[config.mk]
export PLATFORM = sky130hd
export DESIGN_NAME = nvs_host_ctrl
export DESIGN_NICKNAME = d
export VERILOG_FILES = /design/src/nvs_pkg.sv /design/src/nvs_host_ctrl.sv /design/src/nvs_wait_timer.sv
export SDC_FILE = /design/constraint.sdc
export NUM_CORES = 1
export LEC_CHECK = 0
export BUFFER_PORTS_ARGS = -buffer_cell sky130_fd_sc_hd__buf_2
export CAP_MARGIN = 20
export CORE_MARGIN = 1
export CORE_UTILIZATION = 33
export CTS_CLUSTER_SIZE = 12
export DETAILED_ROUTE_END_ITERATION = 8
export PLACE_DENSITY = 0.49
export SKIP_CTS_REPAIR_TIMING = 1
export SLEW_MARGIN = 40
export SYNTH_ARGS = -nofsm -noshare
export SYNTH_HDL_FRONTEND = slang
export SYNTH_SLANG_ARGS = --single-unit
[constraint.sdc]
create_clock -name clk_i -period 4.9 [get_ports clk_i]
set_input_delay 0.49 -clock clk_i [delete_from_list [all_inputs] [get_ports clk_i]]
set_output_delay 0.49 -clock clk_i [all_outputs]
set_load 0.02 [all_outputs]
[src/nvs_pkg.sv]
// Shared constants for the host-side nonvolatile SRAM port controller
package nvs_pkg;
    localparam int unsigned CLK_PERIOD_NS = 100;
    localparam int unsigned ADDR_W        = 15;
    localparam int unsigned DATA_W        = 8;
    localparam int unsigned SEQ_LEN       = 6;
    localparam int unsigned TIMER_W       = 24;

    // Timing figures in their own units
    localparam int unsigned POWERUP_RECALL_TIME_US = 550;
    localparam int unsigned SOFT_RECALL_TIME_US    = 20;
    localparam int unsigned STORE_CYCLE_TIME_MS    = 10;
    localparam int unsigned READ_ACCESS_NS         = 45;
    localparam int unsigned SYNC_STAGES            = 2;

    // Waits are least times, so every count rounds up
    localparam int unsigned POWERUP_RECALL_CYC =
        (POWERUP_RECALL_TIME_US * 1000 + CLK_PERIOD_NS - 1) / CLK_PERIOD_NS;
    localparam int unsigned SOFT_RECALL_CYC =
        (SOFT_RECALL_TIME_US * 1000 + CLK_PERIOD_NS - 1) / CLK_PERIOD_NS;
    localparam int unsigned STORE_CYCLE_CYC =
        (STORE_CYCLE_TIME_MS * 1000000 + CLK_PERIOD_NS - 1) / CLK_PERIOD_NS;
    localparam int unsigned READ_ACCESS_CYC =
        (READ_ACCESS_NS + CLK_PERIOD_NS - 1) / CLK_PERIOD_NS;
    // Chip select stays low until data has crossed the synchroniser
    localparam logic [2:0]  READ_HOLD_CYC = 3'(READ_ACCESS_CYC + SYNC_STAGES);

    localparam logic [ADDR_W-1:0] ADDR_RESET  = 15'h0000;
    localparam logic [DATA_W-1:0] DATA_RESET  = 8'h00;
    localparam logic [2:0]        SEQ_LAST_IX = 3'h5;

    typedef enum logic [10:0] {
        ST_PWRUP    = 11'h001,
        ST_IDLE     = 11'h002,
        ST_RD_ACT   = 11'h004,
        ST_RD_DONE  = 11'h008,
        ST_WR_SET   = 11'h010,
        ST_WR_PULSE = 11'h020,
        ST_WR_HOLD  = 11'h040,
        ST_SEQ_SET  = 11'h080,
        ST_SEQ_ACT  = 11'h100,
        ST_SEQ_GAP  = 11'h200,
        ST_NV_WAIT  = 11'h400
    } nvs_state_t;
endpackage

[src/nvs_host_ctrl.sv]
// Host controller driving the pins of an asynchronous nonvolatile SRAM
// What this block does
// - Write strobe high on reads, low on writes
// - Address moves only while select or strobe high
// - Select held 20/30 ns before write end
// - Six reads at fixed addresses, in order
// - Write strobe high across all six reads
`timescale 1ns/100ps
module nvs_host_ctrl #(
    parameter int unsigned              POWERUP_CYC = nvs_pkg::POWERUP_RECALL_CYC,
    parameter int unsigned              STORE_CYC   = nvs_pkg::STORE_CYCLE_CYC,
    parameter logic [nvs_pkg::ADDR_W-1:0] SEQ_ADDR [0:4] = '{15'h0001, 15'h0002,
                                                             15'h0003, 15'h0004, 15'h0005},
    parameter logic [nvs_pkg::ADDR_W-1:0] SEQ_STORE_LAST  = 15'h0006,
    parameter logic [nvs_pkg::ADDR_W-1:0] SEQ_RECALL_LAST = 15'h0007
) (
    input  wire logic                       clk_i,
    input  wire logic                       rst_b_i,
    input  wire logic                       req_i,
    input  wire logic                       req_we_i,
    input  wire logic [nvs_pkg::ADDR_W-1:0] req_addr_i,
    input  wire logic [nvs_pkg::DATA_W-1:0] req_wdata_i,
    input  wire logic                       nv_req_i,
    input  wire logic                       nv_store_i,
    output logic                            ready_o,
    output logic                            rvalid_o,
    output logic [nvs_pkg::DATA_W-1:0]      rdata_o,
    output logic                            nv_busy_o,
    output logic [nvs_pkg::ADDR_W-1:0]      sram_addr_o,
    output logic                            sram_ce_b_o,
    output logic                            sram_we_b_o,
    output logic                            sram_oe_b_o,
    output logic [nvs_pkg::DATA_W-1:0]      sram_dq_o,
    output logic                            sram_dq_oe_o,
    input  wire logic [nvs_pkg::DATA_W-1:0] sram_dq_i
);
    import nvs_pkg::*;
    if (POWERUP_CYC < 1 || STORE_CYC < 1 || STORE_CYC >= (1 << TIMER_W)) begin : g_chk
        $error("Wait counts out of range for the timer");
    end
    nvs_state_t        state;
    nvs_state_t        next_state;
    logic [2:0]        step_cnt;
    logic [2:0]        next_step_cnt;
    logic [2:0]        seq_ix;
    logic [2:0]        next_seq_ix;
    logic              seq_store;
    logic              next_seq_store;
    logic [ADDR_W-1:0] addr;
    logic [ADDR_W-1:0] next_addr;
    logic              ce_b;
    logic              next_ce_b;
    logic              we_b;
    logic              next_we_b;
    logic              oe_b;
    logic              next_oe_b;
    logic [DATA_W-1:0] dq_out;
    logic [DATA_W-1:0] next_dq_out;
    logic              dq_oe;
    logic              next_dq_oe;
    logic [DATA_W-1:0] rdata;
    logic [DATA_W-1:0] next_rdata;
    logic              rvalid;
    logic              next_rvalid;
    logic [DATA_W-1:0] dq_meta;
    logic [DATA_W-1:0] dq_sync;
    logic              tmr_load;
    logic [TIMER_W-1:0] tmr_count;
    logic              tmr_busy;
    nvs_wait_timer #(
        .W           (TIMER_W),
        .RESET_COUNT (POWERUP_CYC)
    ) u_timer (
        .clk_i   (clk_i),
        .rst_b_i (rst_b_i),
        .load_i  (tmr_load),
        .count_i (tmr_count),
        .busy_o  (tmr_busy)
    );
    // Data pins are asynchronous to clk_i
    always_ff @(posedge clk_i) begin
        if (!rst_b_i) begin
            dq_meta <= DATA_RESET;
            dq_sync <= DATA_RESET;
        end else begin
            dq_meta <= sram_dq_i;
            dq_sync <= dq_meta;
        end
    end
    function automatic logic [ADDR_W-1:0] seq_addr(input logic [2:0] ix, input logic st);
        return (ix < SEQ_LAST_IX) ? SEQ_ADDR[ix] : (st ? SEQ_STORE_LAST : SEQ_RECALL_LAST);
    endfunction
    always_comb begin
        next_state     = state;
        next_step_cnt  = step_cnt;
        next_seq_ix    = seq_ix;
        next_seq_store = seq_store;
        next_addr      = addr;
        next_ce_b      = ce_b;
        next_we_b      = 1'b1;
        next_oe_b      = oe_b;
        next_dq_out    = dq_out;
        next_dq_oe     = 1'b0;
        next_rdata     = rdata;
        next_rvalid    = 1'b0;
        tmr_load       = 1'b0;
        tmr_count      = '0;
        case (state)
            ST_PWRUP: begin
                if (!tmr_busy) begin
                    next_state = ST_IDLE;
                end
            end
            ST_IDLE: begin
                // Address moves here and in ST_SEQ_GAP, both with select high
                if (nv_req_i) begin
                    next_seq_ix    = 3'h0;
                    next_seq_store = nv_store_i;
                    next_addr      = seq_addr(3'h0, nv_store_i);
                    next_state     = ST_SEQ_SET;
                end else if (req_i && req_we_i) begin
                    next_addr   = req_addr_i;
                    next_dq_out = req_wdata_i;
                    next_state  = ST_WR_SET;
                end else if (req_i) begin
                    next_addr     = req_addr_i;
                    next_ce_b     = 1'b0;
                    next_oe_b     = 1'b0;
                    next_step_cnt = READ_HOLD_CYC;
                    next_state    = ST_RD_ACT;
                end
            end
            ST_RD_ACT: begin
                // Write strobe kept high, so the device drives data
                next_step_cnt = step_cnt - 3'h1;
                if (step_cnt == 3'h1) begin
                    next_ce_b  = 1'b1;
                    next_oe_b  = 1'b1;
                    next_state = ST_RD_DONE;
                end
            end
            ST_RD_DONE: begin
                // Idle cycle lets the device float before we may drive
                next_rdata  = dq_sync;
                next_rvalid = 1'b1;
                next_state  = ST_IDLE;
            end
            ST_WR_SET: begin
                next_ce_b  = 1'b0;
                next_we_b  = 1'b0;
                next_dq_oe = 1'b1;
                next_state = ST_WR_PULSE;
            end
            ST_WR_PULSE: begin
                // One full clock of select and strobe covers 30 ns
                next_ce_b  = 1'b1;
                next_dq_oe = 1'b1;
                next_state = ST_WR_HOLD;
            end
            ST_WR_HOLD: begin
                next_state = ST_IDLE;
            end
            ST_SEQ_SET: begin
                next_ce_b  = 1'b0;
                next_oe_b  = 1'b0;
                next_state = ST_SEQ_ACT;
            end
            ST_SEQ_ACT: begin
                // Exactly one select pulse per step, never double clocked
                next_ce_b  = 1'b1;
                next_oe_b  = 1'b1;
                next_state = ST_SEQ_GAP;
            end
            ST_SEQ_GAP: begin
                if (seq_ix == SEQ_LAST_IX) begin
                    tmr_load   = 1'b1;
                    tmr_count  = seq_store ? TIMER_W'(STORE_CYC) : TIMER_W'(SOFT_RECALL_CYC);
                    next_state = ST_NV_WAIT;
                end else begin
                    next_seq_ix = seq_ix + 3'h1;
                    next_addr   = seq_addr(seq_ix + 3'h1, seq_store);
                    next_state  = ST_SEQ_SET;
                end
            end
            ST_NV_WAIT: begin
                if (!tmr_busy) begin
                    next_state = ST_IDLE;
                end
            end
            default: begin
                next_state = ST_IDLE;
            end
        endcase
    end
    always_ff @(posedge clk_i) begin
        if (!rst_b_i) begin
            state     <= ST_PWRUP;
            step_cnt  <= 3'h0;
            seq_ix    <= 3'h0;
            seq_store <= 1'b0;
            addr      <= ADDR_RESET;
            ce_b      <= 1'b1;
            we_b      <= 1'b1;
            oe_b      <= 1'b1;
            dq_out    <= DATA_RESET;
            dq_oe     <= 1'b0;
            rdata     <= DATA_RESET;
            rvalid    <= 1'b0;
        end else begin
            state     <= next_state;
            step_cnt  <= next_step_cnt;
            seq_ix    <= next_seq_ix;
            seq_store <= next_seq_store;
            addr      <= next_addr;
            ce_b      <= next_ce_b;
            we_b      <= next_we_b;
            oe_b      <= next_oe_b;
            dq_out    <= next_dq_out;
            dq_oe     <= next_dq_oe;
            rdata     <= next_rdata;
            rvalid    <= next_rvalid;
        end
    end
    assign ready_o      = (state == ST_IDLE) && !nv_req_i;
    assign nv_busy_o    = (state == ST_SEQ_SET) || (state == ST_SEQ_ACT) ||
                          (state == ST_SEQ_GAP) || (state == ST_NV_WAIT);
    assign rvalid_o     = rvalid;
    assign rdata_o      = rdata;
    assign sram_addr_o  = addr;
    assign sram_ce_b_o  = ce_b;
    assign sram_we_b_o  = we_b;
    assign sram_oe_b_o  = oe_b;
    assign sram_dq_o    = dq_out;
    assign sram_dq_oe_o = dq_oe;
    // Helper: cycles since reset, saturating
    logic [TIMER_W-1:0] since_rst;
    always_ff @(posedge clk_i) begin
        if (!rst_b_i) begin
            since_rst <= '0;
        end else if (since_rst != '1) begin
            since_rst <= since_rst + TIMER_W'(1);
        end
    end
    AST_WE_HIGH_ON_READ: assert property (
        @(posedge clk_i) disable iff (!rst_b_i)
        !sram_oe_b_o |-> sram_we_b_o && !sram_dq_oe_o)
        else $error("Write strobe or data drive active during a read");
    AST_ADDR_MOVES_DESELECTED: assert property (
        @(posedge clk_i) disable iff (!rst_b_i)
        !$stable(sram_addr_o) |-> ($past(sram_ce_b_o) && (sram_ce_b_o || sram_we_b_o)))
        else $error("Address changed during a selected write");
    AST_WRITE_PULSE: assert property (
        @(posedge clk_i) disable iff (!rst_b_i)
        $fell(sram_we_b_o) |-> !sram_ce_b_o && sram_dq_oe_o
            ##1 (sram_ce_b_o && sram_we_b_o && sram_dq_oe_o) ##1 !sram_dq_oe_o)
        else $error("Write pulse shape wrong");
    AST_READ_SAMPLE_LATE: assert property (
        @(posedge clk_i) disable iff (!rst_b_i)
        $fell(sram_oe_b_o) && !nv_busy_o |-> !sram_oe_b_o [*3] ##1 sram_oe_b_o ##1 rvalid_o)
        else $error("Read data not sampled after synchroniser delay");
    AST_POWERUP_WAIT: assert property (
        @(posedge clk_i) disable iff (!rst_b_i)
        ready_o |-> since_rst >= TIMER_W'(POWERUP_CYC))
        else $error("Accessed before power-up recall time");
    AST_SEQ_WE_HIGH: assert property (
        @(posedge clk_i) disable iff (!rst_b_i)
        nv_busy_o |-> sram_we_b_o && !sram_dq_oe_o)
        else $error("Write strobe low during the trigger sequence");
    AST_SEQ_SINGLE_EDGE: assert property (
        @(posedge clk_i) disable iff (!rst_b_i)
        $fell(sram_ce_b_o) && nv_busy_o |=> sram_ce_b_o [*2])
        else $error("Select pulse in trigger step not single");
    AST_SEQ_SIX_STEPS: assert property (
        @(posedge clk_i) disable iff (!rst_b_i)
        $rose(state == ST_NV_WAIT) |-> $past(seq_ix) == SEQ_LAST_IX &&
            sram_addr_o == (seq_store ? SEQ_STORE_LAST : SEQ_RECALL_LAST))
        else $error("Trigger sequence ended early or on a wrong address");
    COV_READ: cover property (@(posedge clk_i) disable iff (!rst_b_i) rvalid_o);
    COV_WRITE: cover property (@(posedge clk_i) disable iff (!rst_b_i) $fell(sram_we_b_o));
    COV_NV_DONE: cover property (@(posedge clk_i) disable iff (!rst_b_i)
        (state == ST_NV_WAIT) ##1 (state == ST_IDLE));
endmodule

[src/nvs_wait_timer.sv]
// Down-counting wait timer for the long nonvolatile waits
`timescale 1ns/100ps
module nvs_wait_timer #(
    parameter int unsigned W           = 24,
    parameter int unsigned RESET_COUNT = 5500
) (
    input  wire logic         clk_i,
    input  wire logic         rst_b_i,
    input  wire logic         load_i,
    input  wire logic [W-1:0] count_i,
    output logic              busy_o
);
    logic [W-1:0] cnt;
    logic [W-1:0] next_cnt;

    if (RESET_COUNT >= (64'h1 << W)) begin : g_chk
        $error("Reset count does not fit timer width");
    end

    always_comb begin
        next_cnt = cnt;
        if (load_i) begin
            next_cnt = count_i;
        end else if (cnt != '0) begin
            next_cnt = cnt - W'(1);
        end
    end

    // Reset starts the power-up wait with no help from the controller
    always_ff @(posedge clk_i) begin
        if (!rst_b_i) begin
            cnt <= W'(RESET_COUNT);
        end else begin
            cnt <= next_cnt;
        end
    end

    assign busy_o = (cnt != '0);
endmodule
==> impl_metrics.env, run 1 <==
export IMPL_synth_top_area_share=0.467
export IMPL_yosysWarnings=0
export IMPL_die_height_um=112
export IMPL_total_power_w=0.00177
export IMPL_synthFlopType="dfxtp_1"
export IMPL_required_ns=4.41
export IMPL_rsz0062_at_grt="no"
export IMPL_powerDensity_nw_per_um2=369
export IMPL_fp_dieW_um=112
export IMPL_cts_tree="built"
export IMPL_antenna_found_initial=0
export IMPL_gr_total_overflow=0
export IMPL_synth_area_leaders="dfxtp_1 47%, nor2_1 6.2%, mux2i_1 4.2%"
export IMPL_drc=0
export IMPL_drtAntennaViolNets=0
export IMPL_slew_violations=0
export IMPL_fin_crit_sh=0.541
export IMPL_critPathMaxStageDelay_ns=0.58
export IMPL_numPortBuffers=74
export IMPL_relSlewSlack=0.462
export IMPL_yosysSeqAreaShare=0.467
export IMPL_avgRoutedWirePerCell_um=14.8
export IMPL_clk_latency_ns=0.34
export IMPL_worst_setup_path_type="register to output pin"
export IMPL_cp_max_fo=7
export IMPL_post_place_ws_ns=2.14
export IMPL_startpoint_type="register"
export IMPL_grt_usage=0.159
export IMPL_n_antenna_cell=0
export IMPL_drtIter0Drc=146
export IMPL_synth_fp_nets=484
export IMPL_cp_slowest_cell="nor4_2"
export IMPL_finalClockSkew_ns=0.00968
export IMPL_cts_buffers_inserted=9
export IMPL_max_cap_violations=0
export IMPL_grt_pass1_wl_um=15800
export IMPL_cts_sink_count=94
export IMPL_dp_hpwl_um=6820
export IMPL_p_leak_nw=1.86
export IMPL_htree_num_levels=3
export IMPL_dp_cells=634
export IMPL_grt_pass1_vias=3304
export IMPL_synth_edf_count=0
export IMPL_core_area_sq_um=11700
export IMPL_path_cells="nor4_2 -> nand4_1 -> nor2_1 -> buf_2"
export IMPL_syn_avg_cell_area_sq_um=9.13
export IMPL_cp_end_kind="output pin"
export IMPL_outcome="finished clean"
export IMPL_syn2layout_area_growth_pct=19.2
export IMPL_vias=3373
export IMPL_drive_above_1_share=0.206
export IMPL_grt_max_degree=47
export IMPL_clk_pin_slew_worst_paths_ns=0.06
export IMPL_setup_tns_ns=0
export IMPL_firstDrtPassIters=4
export IMPL_place_gp_congestion=0.788
export IMPL_period_minus_slack_ns=2.65
export IMPL_cp_arrival_ns=2.16
export IMPL_via_per_inst=5.20
export IMPL_nets=545
export IMPL_io_pins=75
export IMPL_final_cell_area_sq_um=4800
export IMPL_finalHoldViolations=0
export IMPL_synthArstFlopShare=0
export IMPL_setup_viol=0
export IMPL_synth_seq_cells=94
export IMPL_synth_most_common_cell="dfxtp_1"
export IMPL_post_synth_top_area_cell="dfxtp_1"
export IMPL_routed_wirelength_um=9620
export IMPL_synth_area_sq_um=4030
export IMPL_placedInstanceArea_sq_um=4490
export IMPL_fmax_ghz=0.377
export IMPL_hp_class="input pin to register"
export IMPL_num_rows=39
export IMPL_cts_path_max_buffers=2
export IMPL_synthCells=441
export IMPL_yosysUniqueCellTypes=56
export IMPL_start_util=0.345
export IMPL_cts_root_buffer="clkbuf_16"
export IMPL_peakVddDrop_v=0.000182
export IMPL_setup_slack_ns=2.25
export IMPL_finalNonFillerCells=649
export IMPL_netlist_top_cells_count="94 x dfxtp_1, 66 x nor2_1, 20 x clkbuf_1, 18 x o21ai_0"
export IMPL_die_area_sq_um=12700
export IMPL_worst_pin_slew_ns=0.796
## state kept, by name, indices dropped and copies added, names as in the netlist
signal and count:
sram_oe_b_o 1, step_cnt 3, sram_we_b_o 1, dq_meta 8, seq_store 1, seq_ix 3, sram_ce_b_o 1, rvalid_o 1
sram_addr_o 15, rdata_o 8, state 11, dq_sync 8, sram_dq_oe_o 1, sram_dq_o 8, u_timer.cnt 24
## critical path, delay by kind of cell, from the launching register on
family / cells / cell delay [ns]
buf+inv: 1 / 0.20
flops: 1 / 0.35
simple gates: 3 / 1.27
## metrics by stage
stage | hold WS [ns] | utilization
5_1_grt | 0.338 | 0.412
4_1_cts | 0.332 | 0.411
3_5_place_dp | 0.419 | 0.385
6_report | 0.353 | 0.412
3_3_place_gp | 0.415 | 0.384
2_1_floorplan | 0.412 | -
## layer usage
metal	global-route usage	up-vias	share of wire
met5	0	-	0
met4	0.0649	0	0.0097
met3	0.0410	6	0.030
met2	0.265	49	0.49
met1	0.194	1611	0.47
li1	-	1707	-
## kinds of logic after synthesis
logic type,after synthesis,synth area share
AO/OA/AOI/OAI,82,0.135
multiplexers,17,0.0422
adder cells (fa/ha/maj),6,0.0186
XOR/XNOR,23,0.0500
buffers and inverters,34,0.0357
AND/OR/NAND/NOR,185,0.251
flip-flops,94,0.467
## final timing paths
check / from / endpoint / cells after the start / slack [ns]
setup / recovery: state[4] / ready_o / 4 / 2.25
hold / removal: sram_dq_i[5] / dq_meta[5] / 2 / 0.35
setup reg to reg: state[4] / seq_ix[1] / 5 / 2.25
hold reg to reg: dq_meta[5] / dq_sync[5] / 1 / 0.43
## placed cells by master, fill, tap and decap left out, types with 4 or more instances in the layout
cell type,instances
and2_1,17
o21ai_0,18
nor3b_1,4
nor2b_1,5
nand3b_1,4
nor4_1,13
inv_1,8
nand3_1,7
nand2_1,14
o211ai_1,7
or4_1,6
a21oi_1,16
nor2_1,66
buf_2,74
nor3_1,14
mux2i_1,17
xnor2_1,9
and3_1,4
clkbuf_16,9
ha_1,6
a211oi_1,8
a22oi_1,12
xor2_1,14
dfxtp_1,94
nand4_1,11
## area by class of cell
| class | instances | area [sq um] |
|---|---|---|
| Fill cell | 1173 | 6860 |
| Multi-Input combinational cell | 313 | 2030 |
| Sequential cell | 94 | 1880 |
| Timing Repair Buffer | 76 | 385 |
| Clock buffer | 10 | 239 |
| Tap cell | 143 | 179 |
| Clock inverter | 5 | 60.1 |
| Inverter | 8 | 30.0 |
## power by group
part	internal, W	switching (W)	total (W)
Sequential	0.000798	0.0000282	0.000827
Clock	0.000407	0.000290	0.000697
Combinational	0.0000915	0.000156	0.000247
Total	0.00130	0.000474	0.00177
No activity file was read; power rests on OpenSTA's default activity.
==> run 2: changes to the inputs <==
==> constraint.sdc (replaced) <==
create_clock -name clk_i -period 2.5 [get_ports clk_i]
set_input_delay 0.25 -clock clk_i [delete_from_list [all_inputs] [get_ports clk_i]]
set_output_delay 0.25 -clock clk_i [all_outputs]
set_load 0.02 [all_outputs]
==> impl_metrics.env, run 2 (synthesis results as in run 1) <==
export IMPL_cts_tree="built"
export IMPL_numPortBuffers=74
export IMPL_rsz0062_at_grt="no"
export IMPL_r2r_start="state[4]"
export IMPL_relSlewSlack=0.585
export IMPL_period_minus_slack_ns=2.29
export IMPL_wl_met2_um=4580
export IMPL_drtAntennaViolNets=0
export IMPL_post_place_ws_ns=0.145
export IMPL_drc=0
export IMPL_grt_max_degree=47
export IMPL_clk_pin_slew_worst_paths_ns=0.07
export IMPL_layout_commonest_cell="dfxtp_1"
export IMPL_required_ns=2.72
export IMPL_hold_depth=2
export IMPL_fp_dieW_um=112
export IMPL_fin_crit_sh=0.915
export IMPL_fmax_ghz=0.437
export IMPL_core_area_sq_um=11700
export IMPL_io_pins=75
export IMPL_grt_pass1_vias=3296
export IMPL_htree_num_levels=3
export IMPL_cts_root_buffer="clkbuf_16"
export IMPL_antenna_found_initial=0
export IMPL_r2r_slack_ns=0.21
export IMPL_peakVddDrop_v=0.000352
export IMPL_min_to="dq_meta[2]"
export IMPL_p_leak_nw=1.97
export IMPL_slew_violations=0
export IMPL_cp_arrival_ns=2.51
export IMPL_setup_viol=0
export IMPL_drtIter0Drc=157
export IMPL_largest_reg_flops=24
export IMPL_die_height_um=112
export IMPL_worst_setup_path_type="register to register"
export IMPL_drive_above_1_share=0.234
export IMPL_vias=3481
export IMPL_num_rows=39
export IMPL_setup_slack_ns=0.212
export IMPL_dp_hpwl_um=7060
export IMPL_avgRoutedWirePerCell_um=14.5
export IMPL_hp_class="input pin to register"
export IMPL_path_cells="or4_1 -> nor4_4 -> a2bb2oi_1 -> buf_4 -> a22oi_1 -> nor2_1"
export IMPL_setup_tns_ns=0
export IMPL_r2r_end="sram_addr_o[9]"
export IMPL_syn2layout_area_growth_pct=23.0
export IMPL_route_met3_wl_um=377
export IMPL_critPathMaxStageDelay_ns=0.70
export IMPL_place_gp_congestion=0.805
export IMPL_cts_buffers_inserted=9
export IMPL_nets=567
export IMPL_routed_wirelength_um=9730
export IMPL_start_util=0.345
export IMPL_wl_met1_um=4580
export IMPL_max_cap_violations=0
export IMPL_top_layer="met4"
export IMPL_die_area_sq_um=12700
export IMPL_final_core_util=0.425
export IMPL_cp_slowest_cell="or4_1"
export IMPL_grt_usage=0.162
export IMPL_via_per_inst=5.18
export IMPL_hold_start="sram_dq_i[2]"
export IMPL_startpoint_type="register"
export IMPL_mostFrequentLayoutCells="94 x dfxtp_1, 74 x buf_2, 66 x nor2_1, 24 x buf_4, 18 x o21ai_0"
export IMPL_cts_sink_count=94
export IMPL_cts_path_max_buffers=2
export IMPL_n_antenna_cell=0
export IMPL_clk_latency_ns=0.34
export IMPL_gr_total_overflow=0
export IMPL_cp_max_fo=8
export IMPL_powerDensity_nw_per_um2=719
export IMPL_firstDrtPassIters=4
export IMPL_worst_pin_slew_ns=0.620
export IMPL_rr_worst_depth=6
export IMPL_cp_end_kind="register"
export IMPL_top_register="u_timer.cnt"
export IMPL_grt_pass1_wl_um=16400
export IMPL_finalHoldViolations=0
export IMPL_outcome="finished clean"
export IMPL_finalClockSkew_ns=0.00951
## run 2: critical path, delay by kind of cell, from the launching register on
kind / cells / cell delay (ns)
AND/OR/NAND/NOR: 3 / 1.18
AO/OA/AOI/OAI: 2 / 0.40
flip-flops: 1 / 0.35
buffers and inverters: 1 / 0.23
## run 2: layout make-up
type                    count  area [sq um]
clock inverters             5          66.3
repair buffers             98           551
clock buffers              11           243
inverters                   8          30.0
fillers                  1198          6710
flip-flops and latches     94          1880
multi-input cells         313          2000
well taps                 143           179
## run 2: how the worst max path moves through the flow
stage                        start  cells after the start               to
final                     state[4]                      6   sram_addr_o[9]
after global routing      state[4]                      5        state[10]
after CTS                 state[4]                      5        state[10]
after detailed placement  state[4]                      5        state[10]
after global placement    state[4]                      5        state[10]
after floorplan           state[4]                      7  u_timer.cnt[11]
## run 2: routing by layer
| layer | GRT usage | vias to the layer above |
|---|---|---|
| li1 | - | 1756 |
| met1 | 0.212 | 1636 |
| met2 | 0.264 | 72 |
| met3 | 0.0259 | 17 |
| met4 | 0.0747 | 0 |
| met5 | 0 | - |
## run 2: power breakdown
group	internal [W]	total [W]	switching, W
combinational	0.000215	0.000527	0.000312
clock	0.000816	0.00142	0.000603
sequential	0.00156	0.00162	0.0000531
total	0.00259	0.00356	0.000968
## run 2: metrics by stage
stage	instance area [sq um]	instances	total power (W)	hold slack [ns]
2_1_floorplan	4030	441	0.00198	0.377
3_3_place_gp	4640	656	0.00217	0.416
3_5_place_dp	4640	656	0.00218	0.419
4_1_cts	4950	672	0.00361	0.0947
5_1_grt	4950	672	0.00375	0.107
6_report	4950	672	0.00356	0.106
==> run 3: changes to the inputs <==
--- a/config.mk
+++ b/config.mk
@@ -11,7 +11,9 @@
 export CORE_UTILIZATION = 33
 export CTS_CLUSTER_SIZE = 12
 export DETAILED_ROUTE_END_ITERATION = 8
-export PLACE_DENSITY = 0.49
+export PLACE_DENSITY = 0.51
+export REMOVE_ABC_BUFFERS = 1
+export SETUP_SLACK_MARGIN = 0.15
 export SKIP_CTS_REPAIR_TIMING = 1
 export SLEW_MARGIN = 40
 export SYNTH_ARGS = -nofsm -noshare
==> constraint.sdc (replaced) <==
create_clock -name clk_i -period 2.1 [get_ports clk_i]
set_input_delay 0.21 -clock clk_i [delete_from_list [all_inputs] [get_ports clk_i]]
set_output_delay 0.21 -clock clk_i [all_outputs]
set_load 0.02 [all_outputs]
==> impl_metrics.env, run 3 (synthesis results as in run 1) <==
export IMPL_outcome="finished clean"
export IMPL_die_area_sq_um=12700
export IMPL_critPathMaxStageDelay_ns=0.64
export IMPL_slew_violations=0
export IMPL_largest_reg_flops=24
export IMPL_drtAntennaViolNets=0
export IMPL_cp_slowest_cell="or4_4"
export IMPL_setup_slack_ns=0.0287
export IMPL_peakVddDrop_v=0.000376
export IMPL_numPortBuffers=74
export IMPL_antenna_found_initial=0
export IMPL_vias=3699
export IMPL_routed_wirelength_um=10600
export IMPL_route_met3_wl_um=440
export IMPL_dp_cells=687
export IMPL_cp_max_fo=5
export IMPL_cts_tree="built"
export IMPL_relSlewSlack=0.671
export IMPL_cts_buffers_inserted=9
export IMPL_powerDensity_nw_per_um2=817
export IMPL_crit_top_cell="or4_4"
export IMPL_place_gp_congestion=0.799
export IMPL_dp_hpwl_um=7190
export IMPL_finalClockSkew_ns=0.00956
export IMPL_required_ns=2.34
export IMPL_mostFrequentLayoutCells="89 x dfxtp_1, 72 x buf_2, 54 x nor2_1, 54 x buf_4"
export IMPL_final_core_util=0.488
export IMPL_fmax_ghz=0.483
export IMPL_grt_max_degree=47
export IMPL_grt_usage=0.166
export IMPL_worst_setup_path_type="register to register"
export IMPL_regArea_sq_um=1890
export IMPL_via_per_inst=5.19
export IMPL_wl_met2_um=5050
export IMPL_drc=0
export IMPL_cp_top_family="simple AND/OR/NAND/NOR gates"
export IMPL_worst_pin_slew_ns=0.482
export IMPL_layout_commonest_cell="dfxtp_1"
export IMPL_die_height_um=112
export IMPL_cts_sink_count=94
export IMPL_cp_end_kind="register"
export IMPL_clk_pin_slew_worst_paths_ns=0.07
export IMPL_io_pins=75
export IMPL_grt_pass1_vias=3378
export IMPL_finalHoldViolations=0
export IMPL_grt_pass1_wl_um=16400
export IMPL_htree_num_levels=3
export IMPL_drtIter0Drc=140
export IMPL_placedInstanceArea_sq_um=4880
export IMPL_cp_arrival_ns=2.31
export IMPL_p_leak_nw=2.25
export IMPL_setup_viol=0
export IMPL_num_rows=39
export IMPL_clk_latency_ns=0.35
export IMPL_syn2layout_area_growth_pct=41.4
export IMPL_startpoint_type="register"
export IMPL_fin_crit_sh=0.986
export IMPL_nets=608
export IMPL_wl_met1_um=4940
export IMPL_hp_class="input pin to register"
export IMPL_cts_root_buffer="clkbuf_16"
export IMPL_n_antenna_cell=0
export IMPL_drive_above_1_share=0.395
export IMPL_avgRoutedWirePerCell_um=14.9
export IMPL_gr_total_overflow=0
export IMPL_core_area_sq_um=11700
export IMPL_cts_path_max_buffers=2
export IMPL_fp_dieW_um=112
export IMPL_path_buf_inv=0
export IMPL_final_cell_area_sq_um=5690
export IMPL_max_cap_violations=0
export IMPL_post_place_ws_ns=-0.0172
export IMPL_top_layer="met4"
export IMPL_path_cells="or4_4 -> or4_4 -> nand3_2 -> nor2_1 -> a311oi_1"
export IMPL_firstDrtPassIters=4
export IMPL_start_util=0.345
export IMPL_rsz0062_at_grt="yes"
export IMPL_period_minus_slack_ns=2.07
export IMPL_fill_cells=1100
export IMPL_multi_input_area_sq_um=2350
export IMPL_finalNonFillerCells=713
export IMPL_top_register="u_timer.cnt"
[run 3: power by group]
group | total [W] | switching (W) | internal, W
logic | 0.000876 | 0.000474 | 0.000402
registers | 0.00191 | 0.0000454 | 0.00186
clock network | 0.00187 | 0.000704 | 0.00116
[run 3: through the flow]
step	total power, W	hold slack [ns]	setup TNS (ns)
after detailed placement	0.00271	0.419	-0.0357
final	0.00465	0.0638	0
after global placement	0.00271	0.415	0
after global routing	0.00484	0.0654	0
after CTS	0.00458	0.0511	-0.0917
after floorplan	0.00234	0.272	-8.59
[run 3: area by class of cell]
type	instances	share of cell area
Tap cell	143	0.0314
Multi-Input combinational cell	314	0.412
Clock buffer	10	0.0402
Clock inverter	6	0.0193
Timing Repair Buffer	138	0.160
Inverter	8	0.00527
Sequential cell	94	0.332
[run 3: layer usage]
| metal | global-route usage | vias to the layer above |
|---|---|---|
| li1 | - | 1840 |
| met1 | 0.220 | 1775 |
| met2 | 0.256 | 70 |
| met3 | 0.0324 | 14 |
| met4 | 0.0853 | 0 |
| met5 | 0 | - |
[run 3: final timing paths]
check	startpoint	endpoint	slack [ns]	cells after the start
max reg2reg	state[5]	u_timer.cnt[10]	0.03	5
min reg2reg	dq_meta[2]	dq_sync[2]	0.43	1
max	state[5]	u_timer.cnt[10]	0.03	5
min	sram_dq_i[7]	dq_meta[7]	0.06	2
